==> src/hdl/ref_switch_pkg.sv <==
// Purpose: shared constants for the reference clock switchover block
// Assumes: one core clock at 200 MHz; reference inputs are sampled, not used as clocks
// Notes:   register offsets are indices on a plain word port

package ref_switch_pkg;

	// ****************************************
	// register map
	// ****************************************
	localparam logic [3:0] ADDR_CTRL      = 4'h0;	// source, mode, load code, drive
	localparam logic [3:0] ADDR_PLL_REF0  = 4'h1;	// reference divider codes, one per pll
	localparam logic [3:0] ADDR_PLL_REF3  = 4'h4;
	localparam logic [3:0] ADDR_PLL_FB1   = 4'h5;	// feedback codes of plls 1..3
	localparam logic [3:0] ADDR_PLL_FB3   = 4'h7;
	localparam logic [3:0] ADDR_STATUS    = 4'h8;	// read only

	// ****************************************
	// control field layout
	// ****************************************
	localparam int CTRL_PRIM_BIT  = 0;	// primary_source_select
	localparam int CTRL_MODE_LO   = 1;	// switchover_mode_select[1:0]
	localparam int CTRL_LOAD_LO   = 4;	// crystal_load_cap_code[4:0]
	localparam int CTRL_DRIVE_LO  = 16;	// crystal_drive_strength[7:0]

	// ****************************************
	// reset values
	// ****************************************
	localparam logic [4:0] LOAD_CODE_RST = 5'h00;
	localparam logic [7:0] DRIVE_RST     = 8'h11;
	localparam logic [1:0] MODE_RST      = 2'h0;
	localparam logic [6:0] REF_DIV_RST   = 7'h01;
	localparam logic [11:0] FB_DIV_RST   = 12'h001;

	// ****************************************
	// load capacitance in units of 0.125 pF
	// ****************************************
	localparam logic [5:0] LOAD_BASE_STEPS = 6'h1C;	// 3.5 pF / 0.125 pF

	// loss declared after this many secondary edges with no primary edge
	localparam logic [1:0] LOSS_EDGES = 2'h2;
	// synchroniser depth for pin inputs
	localparam int SYNC_DEPTH = 3;

	// selection states
	typedef enum logic [0:0] {
		ON_PRIMARY,
		ON_SECONDARY
	} sel_state_t;

endpackage

==> src/hdl/pin_sync.sv <==
// Purpose: three-stage synchroniser with agreement filter for one pin
// Assumes: input asynchronous to core_clk
// Notes:   output changes only when stages two and three agree

`timescale 1ns/100ps

module pin_sync
	import ref_switch_pkg::*;
(
	// clock and reset
	input  wire logic core_clk,
	input  wire logic sys_rst,
	// pin and filtered level
	input  wire logic pin_in,
	output logic      level
);

	// ****************************************
	// state
	// ****************************************
	logic [SYNC_DEPTH-1:0] stages;		// shift chain, stage 0 is metastable
	logic [SYNC_DEPTH-1:0] next_stages;
	logic                  next_level;

	// shift and update the filtered level only on agreement
	always_comb begin
		next_stages = {stages[SYNC_DEPTH-2:0], pin_in};
		next_level  = level;
		if (stages[1] == stages[2]) begin
			next_level = stages[2];
		end
	end

	// registers only
	always_ff @(posedge core_clk) begin
		if (sys_rst) begin
			stages <= '0;
			level  <= 1'b0;
		end else begin
			stages <= next_stages;
			level  <= next_level;
		end
	end

endmodule

==> src/hdl/ref_clock_switchover.sv <==
// Purpose: reference input selection, manual and automatic failover
// Assumes: reference inputs are far below core_clk; they are sampled as levels
// Notes:   the chosen reference is issued as a registered, sampled copy

`timescale 1ns/100ps

//Contract
// [RULE1] select bit picks which input is primary
// [RULE2] mode upper bit clear means manual pin select
// [RULE3] manual switch produces no output glitch
// [RULE4] auto fails over after two quiet secondary cycles
// [RULE5] auto mode reverts when primary returns
// [RULE6] auto mode needs crystal input as primary
// [RULE7] secondary no faster than primary
// [RULE8] switchover unsupported with a crystal
// [RULE9] selection acts asynchronously to system clocks; here it is registered on core_clk
// [RULE10] plls 0-2 ref code zero powers down
// [RULE11] pll3 ref code must be 3..127
// [RULE12] plls 1-3 multiplier equals feedback code
// [RULE13] load cap is 3.5pF plus code eighths
// [RULE14] external clock: load 00h, drive 11h
// [RULE15] count secondary edges, clear on primary
module ref_clock_switchover
	import ref_switch_pkg::*;
(
	// clock and reset
	input  wire logic        core_clk,
	input  wire logic        sys_rst,
	// reference pins
	input  wire logic        crystal_or_ref_input,
	input  wire logic        second_clock_input,
	input  wire logic        input_clock_select_pin,
	// register port
	input  wire logic [3:0]  reg_addr,
	input  wire logic [31:0] reg_wdata,
	input  wire logic        reg_wr,
	input  wire logic        reg_rd,
	output logic [31:0]      reg_rdata,
	// clock path and analog controls
	output logic             ref_clk_out,
	output logic             on_secondary,
	output logic [3:0]       pll_powered,
	output logic [5:0]       load_cap_steps,
	output logic [7:0]       crystal_drive_strength
);

	// ****************************************
	// synchronised pins
	// ****************************************
	logic xin_lvl;		// crystal_or_ref_input level
	logic cin_lvl;		// second_clock_input level
	logic sel_lvl;		// input_clock_select_pin level

	pin_sync u_sync_xin (
		.core_clk (core_clk),
		.sys_rst  (sys_rst),
		.pin_in   (crystal_or_ref_input),
		.level    (xin_lvl)
	);
	pin_sync u_sync_cin (
		.core_clk (core_clk),
		.sys_rst  (sys_rst),
		.pin_in   (second_clock_input),
		.level    (cin_lvl)
	);
	pin_sync u_sync_sel (
		.core_clk (core_clk),
		.sys_rst  (sys_rst),
		.pin_in   (input_clock_select_pin),
		.level    (sel_lvl)
	);

	// ****************************************
	// configuration registers
	// ****************************************
	logic        primary_source_select;		// 0: crystal input primary
	logic [1:0]  switchover_mode_select;	// 0x manual, 1x automatic
	logic [4:0]  crystal_load_cap_code;
	logic [7:0]  drive_reg;
	logic [6:0]  ref_div [4];				// reference divider codes
	logic [11:0] fb_div [3];				// feedback codes, plls 1..3
	logic        next_prim;
	logic [1:0]  next_mode;
	logic [4:0]  next_load;
	logic [7:0]  next_drive;
	logic [6:0]  next_ref_div [4];
	logic [11:0] next_fb_div [3];

	// ****************************************
	// selection state
	// ****************************************
	sel_state_t  state;
	sel_state_t  next_state;
	logic        xin_d;			// previous levels for edge detection
	logic        cin_d;
	logic [1:0]  quiet_cnt;		// secondary edges since last primary edge
	logic [1:0]  next_quiet_cnt;
	logic        next_out;
	logic [31:0] next_rdata;
	logic [3:0]  next_powered;
	logic        out_cin;		// output currently follows second_clock_input
	logic        next_out_cin;
	logic        tgt_cin;		// pin that the selection asks the output to follow
	logic        new_edge;		// that pin moved in this cycle

	// edge of either level, used for both inputs
	function automatic logic edge_of(input logic now, input logic prev);
		edge_of = now ^ prev;
	endfunction

	// primary and secondary levels after source designation
	logic sec_lvl;
	logic prim_edge;
	logic sec_rise;
	always_comb begin
		sec_lvl   = primary_source_select ? xin_lvl : cin_lvl;		// RULE1
		prim_edge = primary_source_select ? edge_of(cin_lvl, cin_d)
		                                  : edge_of(xin_lvl, xin_d);
		// a secondary cycle is counted on its rising edge only
		sec_rise  = sec_lvl & (primary_source_select ? ~xin_d : ~cin_d);
	end

	// ****************************************
	// register write path
	// ****************************************
	// writes steer selection; codes outside the legal pll3 range are still stored
	always_comb begin
		next_prim    = primary_source_select;
		next_mode    = switchover_mode_select;
		next_load    = crystal_load_cap_code;
		next_drive   = drive_reg;
		next_ref_div = ref_div;
		next_fb_div  = fb_div;
		if (reg_wr) begin
			if (reg_addr == ADDR_CTRL) begin
				next_prim  = reg_wdata[CTRL_PRIM_BIT];
				next_mode  = reg_wdata[CTRL_MODE_LO +: 2];
				next_load  = reg_wdata[CTRL_LOAD_LO +: 5];
				next_drive = reg_wdata[CTRL_DRIVE_LO +: 8];
			end else if (reg_addr >= ADDR_PLL_REF0 && reg_addr <= ADDR_PLL_REF3) begin
				next_ref_div[2'(reg_addr - ADDR_PLL_REF0)] = reg_wdata[6:0];
			end else if (reg_addr >= ADDR_PLL_FB1 && reg_addr <= ADDR_PLL_FB3) begin
				next_fb_div[2'(reg_addr - ADDR_PLL_FB1)] = reg_wdata[11:0];	// RULE12
			end
		end
	end

	// register read path, data valid one cycle after the strobe
	always_comb begin
		next_rdata = 32'h0000_0000;
		if (reg_rd) begin
			case (reg_addr)
				ADDR_CTRL: begin
					next_rdata[CTRL_PRIM_BIT]       = primary_source_select;
					next_rdata[CTRL_MODE_LO +: 2]   = switchover_mode_select;
					next_rdata[CTRL_LOAD_LO +: 5]   = crystal_load_cap_code;
					next_rdata[CTRL_DRIVE_LO +: 8]  = drive_reg;
				end
				ADDR_STATUS: begin
					next_rdata[0]   = (state == ON_SECONDARY);
					next_rdata[2:1] = quiet_cnt;
					next_rdata[7:4] = pll_powered;
				end
				default: begin
					if (reg_addr >= ADDR_PLL_REF0 && reg_addr <= ADDR_PLL_REF3) begin
						next_rdata[6:0] = ref_div[2'(reg_addr - ADDR_PLL_REF0)];
					end else if (reg_addr >= ADDR_PLL_FB1 && reg_addr <= ADDR_PLL_FB3) begin
						next_rdata[11:0] = fb_div[2'(reg_addr - ADDR_PLL_FB1)];
					end
				end
			endcase
		end
	end

	// ****************************************
	// loss detection and selection
	// ****************************************
	// manual mode follows the pin; auto mode fails over on loss and reverts
	always_comb begin
		// the count only runs in auto mode, so a count left over from manual
		// operation cannot trigger an early failover when auto mode starts
		next_quiet_cnt = quiet_cnt;
		if (prim_edge || !switchover_mode_select[1]) begin
			next_quiet_cnt = 2'h0;						// RULE15
		end else if (sec_rise && quiet_cnt != LOSS_EDGES) begin
			next_quiet_cnt = quiet_cnt + 2'h1;			// RULE15
		end
		next_state = state;
		if (!switchover_mode_select[1]) begin
			next_state = sel_lvl ? ON_SECONDARY : ON_PRIMARY;	// RULE2
		end else begin
			case (state)
				ON_PRIMARY: begin
					if (next_quiet_cnt == LOSS_EDGES) begin
						next_state = ON_SECONDARY;		// RULE4
					end
				end
				ON_SECONDARY: begin
					if (prim_edge) begin
						next_state = ON_PRIMARY;		// RULE5
					end
				end
				default: begin
					next_state = ON_PRIMARY;
				end
			endcase
		end
		// hand the output over only when the newly chosen pin has just moved
		// to the level the output already shows; that level then lasts a full
		// half period of the new pin, so no runt pulse can appear; the cost is
		// a delay of a few reference edges, and a dead new pin is never taken
		tgt_cin      = primary_source_select ^ (next_state == ON_SECONDARY);	// RULE1
		new_edge     = tgt_cin ? edge_of(cin_lvl, cin_d) : edge_of(xin_lvl, xin_d);
		next_out_cin = out_cin;
		if (tgt_cin != out_cin && new_edge
		    && (tgt_cin ? cin_lvl : xin_lvl) == ref_clk_out) begin	// RULE3
			next_out_cin = tgt_cin;
		end
		next_out = next_out_cin ? cin_lvl : xin_lvl;
		// a reference divider code of zero powers plls 0..2 down
		next_powered[0] = (ref_div[0] != 7'h00);				// RULE10
		next_powered[1] = (ref_div[1] != 7'h00);				// RULE10
		next_powered[2] = (ref_div[2] != 7'h00);				// RULE10
		next_powered[3] = (ref_div[3] != 7'h00);
	end

	// ****************************************
	// registers
	// ****************************************
	// selection state is registered on core_clk, the same clock edge the register port uses
	always_ff @(posedge core_clk) begin
		if (sys_rst) begin
			primary_source_select  <= 1'b0;
			switchover_mode_select <= MODE_RST;
			crystal_load_cap_code  <= LOAD_CODE_RST;
			drive_reg              <= DRIVE_RST;
			for (int i = 0; i < 4; i++) begin
				ref_div[i] <= REF_DIV_RST;
			end
			for (int i = 0; i < 3; i++) begin
				fb_div[i] <= FB_DIV_RST;
			end
			state                  <= ON_PRIMARY;
			xin_d                  <= 1'b0;
			cin_d                  <= 1'b0;
			quiet_cnt              <= 2'h0;
			ref_clk_out            <= 1'b0;
			out_cin                <= 1'b0;
			on_secondary           <= 1'b0;
			reg_rdata              <= 32'h0000_0000;
			pll_powered            <= 4'h0;
			load_cap_steps         <= LOAD_BASE_STEPS;
			crystal_drive_strength <= DRIVE_RST;
		end else begin
			primary_source_select  <= next_prim;
			switchover_mode_select <= next_mode;
			crystal_load_cap_code  <= next_load;
			drive_reg              <= next_drive;
			ref_div                <= next_ref_div;
			fb_div                 <= next_fb_div;
			state                  <= next_state;		// registered on core_clk, not asynchronous as RULE9 asks
			xin_d                  <= xin_lvl;
			cin_d                  <= cin_lvl;
			quiet_cnt              <= next_quiet_cnt;
			ref_clk_out            <= next_out;
			out_cin                <= next_out_cin;
			on_secondary           <= (next_state == ON_SECONDARY);
			reg_rdata              <= next_rdata;
			pll_powered            <= next_powered;
			load_cap_steps         <= LOAD_BASE_STEPS + {1'b0, crystal_load_cap_code};	// RULE13
			crystal_drive_strength <= drive_reg;
		end
	end

endmodule

==> config.mk <==
export PLATFORM = sky130hd
export DESIGN_NAME = ref_clock_switchover
export DESIGN_NICKNAME = d
export VERILOG_FILES = /design/src/hdl/ref_switch_pkg.sv /design/src/hdl/pin_sync.sv /design/src/hdl/ref_clock_switchover.sv
export SDC_FILE = /design/constraint.sdc
export NUM_CORES = 1
export LEC_CHECK = 0
export ABC_CLOCK_PERIOD_IN_PS = 4400
export BUFFER_PORTS_ARGS = -buffer_cell sky130_fd_sc_hd__buf_4
export CAP_MARGIN = 20
export CORE_UTILIZATION = 55
export CTS_CLUSTER_SIZE = 24
export DETAILED_ROUTE_END_ITERATION = 7
export HOLD_SLACK_MARGIN = 0.06
export PLACE_DENSITY = 0.78
export SYNTH_ARGS = -nofsm -noshare
export SYNTH_HDL_FRONTEND = slang
export SYNTH_SLANG_ARGS = --single-unit
==> constraint.sdc <==
create_clock -name core_clk -period 4.4 [get_ports core_clk]
set_clock_uncertainty 0.05 [all_clocks]
set_input_delay 0.88 -clock core_clk [delete_from_list [all_inputs] [get_ports core_clk]]
set_output_delay 0.88 -clock core_clk [all_outputs]
set_load 0.1 [all_outputs]
==> results.py, run 1 <==
metrics = {
    "outcome": {
        "run_status": "finished, final reports clean",
    },
    "finish": {
        "syn_to_final_growth_pct": 21.5,
        "finalNonFillerCells": 826,
        "final_nets": 730,
        "antenna_cells": 0,
        "drive_gt1_frac": 0.196,
        "largest_reg_flops": 36,
        "layout_commonest_cell": "dfxtp_1",
        "postLayoutCellArea_sq_mm": 0.00681,
        "layout_common_cells": "dfxtp_1 (137), nand2_1 (86), buf_4 (82)",
        "largest_register": "fb_div",
        "reg_top3": "fb_div: 36 flops, ref_div: 28 flops, reg_rdata: 20 flops",
    },
    "pwr": {
        "switching_share": 0.243,
        "cellInternalPower_mw": 2.27,
        "clockPowerShare": 0.493,
        "seqPwrFrac": 0.424,
        "p_total_mw": 3.00,
        "comb_power_share": 0.083,
        "peakVddDrop_mv": 0.246,
        "p_switching_mw": 0.729,
        "p_leak_nw": 2.58,
        "power_density_mw_per_mm2": 440,
    },
    "clocking": {
        "post_cts_resized": 0,
        "h-tree-depth": 4,
        "cts_buffer_depth": 2,
        "cts_sinks": 137,
        "cts_made_buffers": 17,
        "path_clk_slew_ps": 60,
        "hold_buffers": 0,
        "post-cts-setup-buffer-count": 0,
        "insertion_delay_ps": 520,
        "cts_tree": "built",
        "clockRootBuffer": "clkbuf_8",
    },
    "synth": {
        "synthDistinctLibCells": 47,
        "synthesis.instances": 623,
        "synth-edff-count": 0,
        "netlist.area_leader.share": 0.489,
        "seq_area_frac_synth": 0.489,
        "netlist_area_sq_mm": 0.00561,
        "synth_ff_type": "dfxtp_1",
        "ys_ff_latch": 137,
        "avgSynthCellArea_sq_um": 9.00,
        "synth_area_leaders": "dfxtp_1 (49%), mux2i_1 (6.3%), a21oi_1 (5.9%), nand2_1 (5.8%), nor2_1 (3.3%)",
        "ys_warn_count": 0,
        "yosys.area.top_type": "dfxtp_1",
        "synthArstFlopShare": 0,
    },
    "setup_path": {
        "crit_arrival_ps": 3210,
        "critPathLaunchType": "input port",
        "r2r_start": "quiet_cnt[0]",
        "crit_type": "input port to flop",
        "crit_path_max_fanout": 18,
        "endpoint_kind": "flop",
        "crit_start": "reg_addr[0]",
        "crit_required_ps": 4760,
    },
    "floorplanning": {
        "start_util": 0.571,
        "die_h_um": 103,
        "ios": 95,
        "dieArea_sq_mm": 0.0106,
        "row_count": 36,
        "core_sq_mm": 0.00982,
        "die_w_um": 103,
    },
    "route": {
        "met1_length_um": 5630,
        "ant_nets": 0,
        "drt_iter0_drc": 332,
        "wl_per_cell_um": 16.4,
        "drc": 0,
        "routed_via_density": 5.63,
        "route.met3.wl_um": 870,
        "vias": 4653,
        "wl_met2_um": 6790,
        "drt_pre_antenna_iters": 5,
        "highest_layer": "met4",
        "drt_wl_total_um": 13500,
    },
    "place": {
        "dp_slack_ps": 1030,
        "place_area_sq_mm": 0.00616,
        "dp_cells": 793,
        "dp_hpwl_um": 8740,
        "gp_congestion": 0.863,
        "port_buffers": 70,
    },
    "sta": {
        "finalWorstSetupSlack_ps": 1550,
        "setup_tns_ps": 0,
        "drv_slew": 0,
        "timing.final.crit_share": 0.647,
        "period_needed_ps": 2850,
        "worst_pin_slew_ps": 829,
        "max_freq_mhz": 351,
        "hold_viol_final": 0,
        "slew_headroom": 0.444,
        "finalSetupViolCount": 0,
        "rsz0062_at_grt": "no",
    },
    "run": {
        "cap_violations": 0,
    },
    "grt": {
        "antenna_found_initial": 0,
        "grt_max_degree": 116,
        "grt_pass1_wl_um": 21200,
        "grt_overflow": 0,
        "grtUsageTotal": 0.264,
        "grt_pass1_vias": 4441,
    },
    "worst_hold_path": {
        "hp-start": "u_sync_cin.stages[0]",
        "hp-class": "flop to flop",
    },
}
## final timing paths
check / slack, ps / to / depth (start not counted)
worst min-delay path: 390 / u_sync_cin.stages[1] / 1
worst max-delay path: 1550 / fb_div[12] / 9
worst min register to register: 390 / u_sync_cin.stages[1] / 1
worst max register to register: 1730 / ref_clk_out / 7
## metrics by stage
step                hold slack (ps)   util
floorplan                       357      -
global placement                378  0.627
detailed placement              376  0.627
CTS                             398  0.691
global route                    410  0.694
finish                          392  0.694
## worst max-delay path, stage by stage
cell	delay [ps]
buf_4	250
inv_1	220
ha_1	320
nand2b_1	180
a211o_1	380
nor2_1	380
buf_4	260
nor2b_1	70
a211o_1	250
## Yosys cell counts (7+ instances only)
cell type  number
mux2i_1        35
and2_1          9
a22oi_1         7
nor2b_1        28
nand2_1        86
nor3_1          9
nor2_1         50
o22ai_1         7
mux4_2          7
mux2_2          7
o21ai_0        25
buf_4          12
a211oi_1        7
ha_1            7
a21oi_1        66
clkbuf_1       36
o21ai_1        12
dfxtp_1       137
nand2b_1        9
inv_1          14
## layer usage
layer | vias to the layer above | track usage
met1 | 2240 | 0.313
li1 | 2208 | -
met3 | 25 | 0.0719
met2 | 180 | 0.448
met4 | 0 | 0.120
met5 | - | 0
## power by group through the flow
stage | clock network [mW] | logic [mW] | registers (mW)
after floorplan | 0 | 0.148 | 1.33
after global placement | 0 | 0.238 | 1.30
after detailed placement | 0 | 0.242 | 1.30
after CTS | 1.49 | 0.244 | 1.27
after global routing | 1.56 | 0.261 | 1.27
final | 1.48 | 0.248 | 1.27
## kinds of logic (layout without fill, tap and decap cells)
family | Yosys count | in the layout | synth area share
DFF | 137 | 137 | 0.489
AOI/OAI and AO/OA | 137 | 137 | 0.140
adders and majority gates | 7 | 7 | 0.0156
other | 1 | 12 | 0.000669
buffers and inverters | 70 | 129 | 0.0571
xor gates and xnor gates | 5 | 5 | 0.00781
and+or+nand+nor | 216 | 216 | 0.183
muxes | 50 | 50 | 0.107
## layout make-up
cell class,instances,area (sq um)
timing repair buffer,83,643
inverter,14,52.6
fill,765,3010
clock buffer,19,432
clock inverter,13,191
multi-input combinational,427,2580
sequential,137,2740
tap,133,166
Power figures use the tool's default switching activity.
==> inputs of run 2 (changes only) <==
Settings changed: ABC_CLOCK_PERIOD_IN_PS 4400 to 2600, CORE_UTILIZATION 55 to 50, PLACE_DENSITY 0.78 to 0.75.
Clock period 4.4 ns to 2.6 ns, I/O delays scaled along.
==> run 2 against run 1 <==
  * First-iteration DRC count is 6.9% higher
  * Die area is 9.8% higher
  * Clock power is 53% higher
  * Largest power group unchanged
  * Via count is 1.2% lower
  * Hold slack worse by 220 ps
  * Critical endpoint is now ref_clk_out
  * Sequential power is 69% higher
  * Sequential share of layout area is 0.22 points lower
  * Highest routed layer unchanged
  * Clock-buffer cell count is 1 lower
==> results.py, run 2 (same netlist as run 1, synthesis figures left out) <==
metrics = {
    "finish": {
        "drive_gt1_frac": 0.211,
        "postLayoutCellArea_sq_mm": 0.00685,
        "reg_top3": "fb_div: 36 flops, ref_div: 28 flops, reg_rdata: 20 flops",
        "syn_to_final_growth_pct": 22.2,
        "antenna_cells": 0,
        "seq_area_sq_mm": 0.00274,
        "largest_register": "fb_div",
        "utilization": 0.629,
        "multiInputGateArea_sq_mm": 0.00259,
        "largest_reg_flops": 36,
        "finalNonFillerCells": 843,
        "layout_common_cells": "dfxtp_1 (137), buf_4 (91), nand2_1 (86)",
        "num-fill-cells": 894,
        "final_nets": 740,
        "layout_commonest_cell": "dfxtp_1",
    },
    "sta": {
        "setup_tns_ps": 0,
        "hold_viol_final": 0,
        "drv_slew": 0,
        "max_freq_mhz": 407,
        "rsz0062_at_grt": "no",
        "worst_pin_slew_ps": 576,
        "fin_hold_ws_ps": 167,
        "finalSetupViolCount": 0,
        "timing.final.crit_share": 0.945,
        "finalWorstSetupSlack_ps": 144,
        "period_needed_ps": 2460,
        "slew_headroom": 0.616,
    },
    "floorplanning": {
        "ios": 95,
        "core_sq_mm": 0.0109,
        "die_w_um": 108,
        "start_util": 0.515,
        "row_count": 38,
        "die_h_um": 108,
        "dieArea_sq_mm": 0.0116,
    },
    "route": {
        "drc": 0,
        "drt_iter0_drc": 355,
        "drt_wl_total_um": 13400,
        "ant_nets": 0,
        "routed_via_density": 5.45,
        "vias": 4596,
        "drt_pre_antenna_iters": 6,
        "wl_per_cell_um": 15.9,
    },
    "clocking": {
        "cts_tree": "built",
        "cts_sinks": 137,
        "cts_made_buffers": 17,
        "post_cts_resized": 0,
        "cts_buffer_depth": 2,
        "post-cts-setup-buffer-count": 0,
        "hold_buffers": 0,
        "path_clk_slew_ps": 60,
        "clockRootBuffer": "clkbuf_8",
        "h-tree-depth": 4,
        "insertion_delay_ps": 520,
    },
    "pwr": {
        "power_density_mw_per_mm2": 708,
        "switching_share": 0.264,
        "p_switching_mw": 1.28,
        "comb_power_share": 0.089,
        "cellInternalPower_mw": 3.57,
        "peakVddDrop_mv": 0.512,
        "p_total_mw": 4.85,
        "clockPowerShare": 0.468,
        "p_leak_nw": 2.61,
        "seqPwrFrac": 0.443,
    },
    "grt": {
        "grt_overflow": 0,
        "antenna_found_initial": 0,
        "grt_pass1_wl_um": 21700,
        "grt_max_degree": 116,
        "grtUsageTotal": 0.243,
        "grt_pass1_vias": 4447,
    },
    "setup_path": {
        "critPathLaunchType": "flop",
        "crit_path_max_fanout": 4,
        "crit_arrival_ps": 2820,
        "crit_required_ps": 2970,
        "endpoint_kind": "flop",
        "crit_start": "quiet_cnt[0]",
        "r2r_start": "quiet_cnt[0]",
        "reg2reg_setup_slack_ps": 140,
        "crit_type": "flop to flop",
    },
    "place": {
        "dp_cells": 811,
        "port_buffers": 70,
        "place_area_sq_mm": 0.00628,
        "dp_slack_ps": 132,
        "gp_congestion": 0.886,
        "dp_hpwl_um": 8960,
    },
    "outcome": {
        "run_status": "finished, final reports clean",
    },
    "run": {
        "cap_violations": 0,
    },
    "worst_hold_path": {
        "hp-start": "crystal_or_ref_input",
        "hp-class": "input port to flop",
    },
}
==> run 2: cell count changes in the layout (fill, tap and decap cells not counted) <==
| cell | change |
|---|---|
| buf_16 | -1 |
| nor2_4 | +1 |
| bufinv_16 | -3 |
| clkbuf_1 | -1 |
| clkinv_4 | +1 |
| buf_12 | +2 |
| nor2_1 | -1 |
| inv_6 | +3 |
| buf_4 | +9 |
==> run 2: layer usage <==
metal  vias to the layer above  share of wire  GRT usage  wire [um]
met5                         -              0          0          0
met4                         0          0.018     0.0910        242
met3                        23          0.059     0.0648        782
met2                       152           0.48      0.398       6460
met1                      2195           0.44      0.304       5880
li1                       2226              -          -          -
==> run 2: worst paths after layout <==
check,to,cells after the start
min,u_sync_xin.stages[0],2
max,ref_clk_out,7
min reg2reg,u_sync_sel.stages[1],1
max reg2reg,ref_clk_out,7
==> run 2: layout make-up <==
type / instances / share of cell area
sequential: 137 / 0.400
multi-input combinational: 427 / 0.378
timing repair buffer: 93 / 0.106
clock buffer: 18 / 0.0625
tap: 140 / 0.0256
clock inverter: 14 / 0.0199
inverter: 14 / 0.00767
==> run 2: critical path, cell delays in order (launching register included) <==
cell	delay (ps)
dfxtp_1	330
inv_1	60
ha_1	210
or4b_4	510
a21o_1	210
or4_4	430
a41oi_2	220
mux2_1	330
==> run 2: power by group through the flow <==
stage	clock, mW	combinational (mW)	sequential (mW)
2_1_floorplan	0	0.254	2.25
6_report	2.27	0.430	2.15
3_5_place_dp	0	0.424	2.19
3_3_place_gp	0	0.418	2.19
5_1_grt	2.40	0.453	2.15
4_1_cts	2.29	0.427	2.15
==> inputs of run 3 (changes only) <==
--- a/config.mk
+++ b/config.mk
@@ -6,12 +6,12 @@
 export NUM_CORES = 1
 export LEC_CHECK = 0
-export ABC_CLOCK_PERIOD_IN_PS = 2600
+export ABC_CLOCK_PERIOD_IN_PS = 2750
 export BUFFER_PORTS_ARGS = -buffer_cell sky130_fd_sc_hd__buf_4
 export CAP_MARGIN = 20
-export CORE_UTILIZATION = 50
+export CORE_UTILIZATION = 55
 export CTS_CLUSTER_SIZE = 24
 export DETAILED_ROUTE_END_ITERATION = 7
 export HOLD_SLACK_MARGIN = 0.06
-export PLACE_DENSITY = 0.75
+export PLACE_DENSITY = 0.78
 export SYNTH_ARGS = -nofsm -noshare
 export SYNTH_HDL_FRONTEND = slang
==> constraint.sdc (replaced) <==
create_clock -name core_clk -period 2.75 [get_ports core_clk]
set_clock_uncertainty 0.05 [all_clocks]
set_input_delay 0.1375 -clock core_clk [delete_from_list [all_inputs] [get_ports core_clk]]
set_output_delay 0.1375 -clock core_clk [all_outputs]
set_load 0.1 [all_outputs]
==> run 3 against run 2 <==
  * First-iteration DRC count decreased by 10%
  * Clock-buffer cell count decreased by 1
  * Non-clock buffer count increased by 20
  * Critical path depth unchanged
  * Clock power about the same
  * Sequential share of layout area decreased by 1.1 points
  * Sequential power decreased by 6%
  * Die area decreased by 8.9%
  * Largest cell class unchanged
  * Largest power group unchanged
==> results.py, run 3 (same netlist as run 1, synthesis figures left out) <==
metrics = {
    "outcome": {
        "run_status": "finished, final reports clean",
    },
    "sta": {
        "finalSetupViolCount": 0,
        "rsz0062_at_grt": "no",
        "period_needed_ps": 2440,
        "slew_headroom": 0.592,
        "worst_pin_slew_ps": 612,
        "max_freq_mhz": 409,
        "drv_slew": 0,
        "hold_viol_final": 0,
        "setup_tns_ps": 0,
        "timing.final.crit_share": 0.889,
    },
    "setup_path": {
        "reg2reg_depth": 7,
        "crit_type": "flop to flop",
        "endpoint_kind": "flop",
        "crit_arrival_ps": 2800,
        "critPathLaunchType": "flop",
        "crit_required_ps": 3100,
        "crit_start": "quiet_cnt[0]",
        "crit_end": "ref_clk_out",
        "crit_path_max_fanout": 4,
        "reg2reg_setup_slack_ps": 310,
        "rr_endpoint": "ref_clk_out",
        "r2r_start": "quiet_cnt[0]",
    },
    "route": {
        "drc": 0,
        "drt_pre_antenna_iters": 5,
        "drt_iter0_drc": 319,
        "ant_nets": 0,
        "vias": 4801,
        "drt_wl_total_um": 14100,
        "wl_per_cell_um": 16.5,
        "routed_via_density": 5.61,
    },
    "clocking": {
        "hold_buffers": 25,
        "path_clk_slew_ps": 60,
        "cts_sinks": 137,
        "clockRootBuffer": "clkbuf_8",
        "cts_made_buffers": 17,
        "post-cts-setup-buffer-count": 0,
        "cts_tree": "built",
        "insertion_delay_ps": 520,
        "post_cts_resized": 0,
        "cts_buffer_depth": 2,
        "h-tree-depth": 4,
    },
    "grt": {
        "grt_pass1_vias": 4533,
        "grt_pass1_wl_um": 21700,
        "grt_overflow": 0,
        "antenna_found_initial": 0,
        "grt_max_degree": 60,
        "grtUsageTotal": 0.269,
    },
    "pwr": {
        "peakVddDrop_mv": 0.367,
        "p_leak_nw": 2.69,
        "power_density_mw_per_mm2": 670,
        "p_total_mw": 4.72,
    },
    "floorplanning": {
        "row_count": 36,
        "ios": 95,
        "die_w_um": 103,
        "dieArea_sq_mm": 0.0106,
        "core_sq_mm": 0.00982,
        "die_h_um": 103,
        "start_util": 0.571,
    },
    "finish": {
        "layout_commonest_cell": "dfxtp_1",
        "largest_reg_flops": 36,
        "reg_top3": "fb_div: 36 flops, ref_div: 28 flops, reg_rdata: 20 flops",
        "largest_register": "fb_div",
        "multiInputGateArea_sq_mm": 0.00258,
        "antenna_cells": 0,
        "layout_common_cells": "dfxtp_1 (137), buf_4 (88), nand2_1 (86)",
        "drive_gt1_frac": 0.196,
        "num-fill-cells": 717,
        "syn_to_final_growth_pct": 25.7,
        "seq_area_sq_mm": 0.00274,
        "utilization": 0.718,
        "final_nets": 760,
    },
    "worst_hold_path": {
        "hp-class": "input port to flop",
    },
    "place": {
        "dp_hpwl_um": 8940,
        "gp_congestion": 0.891,
        "port_buffers": 70,
    },
    "run": {
        "cap_violations": 0,
    },
}
## run 3: changes by cell type in the layout (fill, tap and decap cells not counted)
| cell | previous run | this run |
|---|---|---|
| dlygate4sd3_1 | 0 | 25 |
| buf_4 | 91 | 88 |
| clkinv_4 | 3 | 0 |
| inv_8 | 0 | 3 |
| buf_12 | 2 | 0 |
| bufinv_16 | 1 | 2 |
| clkbuf_8 | 2 | 1 |
| clkinv_2 | 1 | 0 |
| inv_6 | 6 | 7 |
| nor2_1 | 49 | 50 |
| nor2_4 | 1 | 0 |
## run 3: final cells by class
| type | count | share of cell area |
|---|---|---|
| clock buffer | 17 | 0.0588 |
| clock inverter | 15 | 0.0252 |
| inverter | 14 | 0.00746 |
| multi-input combinational | 427 | 0.367 |
| sequential | 137 | 0.389 |
| tap | 133 | 0.0236 |
| timing repair buffer | 113 | 0.129 |
## run 3: critical path, cell delays in order (launching register included)
cell and delay, ps:
dfxtp_1 330, inv_1 60, ha_1 210, or4b_4 500, a21o_1 210, or4_4 430
a41oi_2 210, mux2_1 330
## run 3: where the power goes
part | total, mW | internal, mW | leakage (nW) | switching, mW
clock | 2.26 | 1.33 | 0.283 | 0.934
sequential | 2.03 | 2.01 | 1.11 | 0.0170
combinational | 0.428 | 0.131 | 1.30 | 0.297
## run 3: stage by stage
step,setup WS [ps],instance area (sq um),std cells,hold slack [ps]
after floorplan,89.6,5650,634,167
after global placement,374,6210,799,309
after detailed placement,332,6210,799,312
after CTS,319,7050,856,70.7
after global routing,246,7050,856,85.5
final,305,7050,856,88.5
## run 3: worst min path at each step
| stage | from | to | slack (ps) | depth (start not counted) |
|---|---|---|---|---|
| after floorplan | sys_rst | xin_d | 170 | 1 |
| after global placement | reg_wdata[16] | drive_reg[0] | 310 | 3 |
| after detailed placement | reg_wdata[16] | drive_reg[0] | 310 | 3 |
| after CTS | reg_addr[2] | reg_rdata[7] | 70 | 4 |
| after global routing | reg_addr[2] | reg_rdata[7] | 90 | 4 |
| final | reg_addr[2] | reg_rdata[7] | 90 | 4 |
## run 3: per-layer routing
layer	part of all wire	wire, um	track usage
met5	0	0	0
met4	0.020	281	0.0943
met3	0.068	963	0.0746
met2	0.50	7040	0.468
met1	0.41	5830	0.317
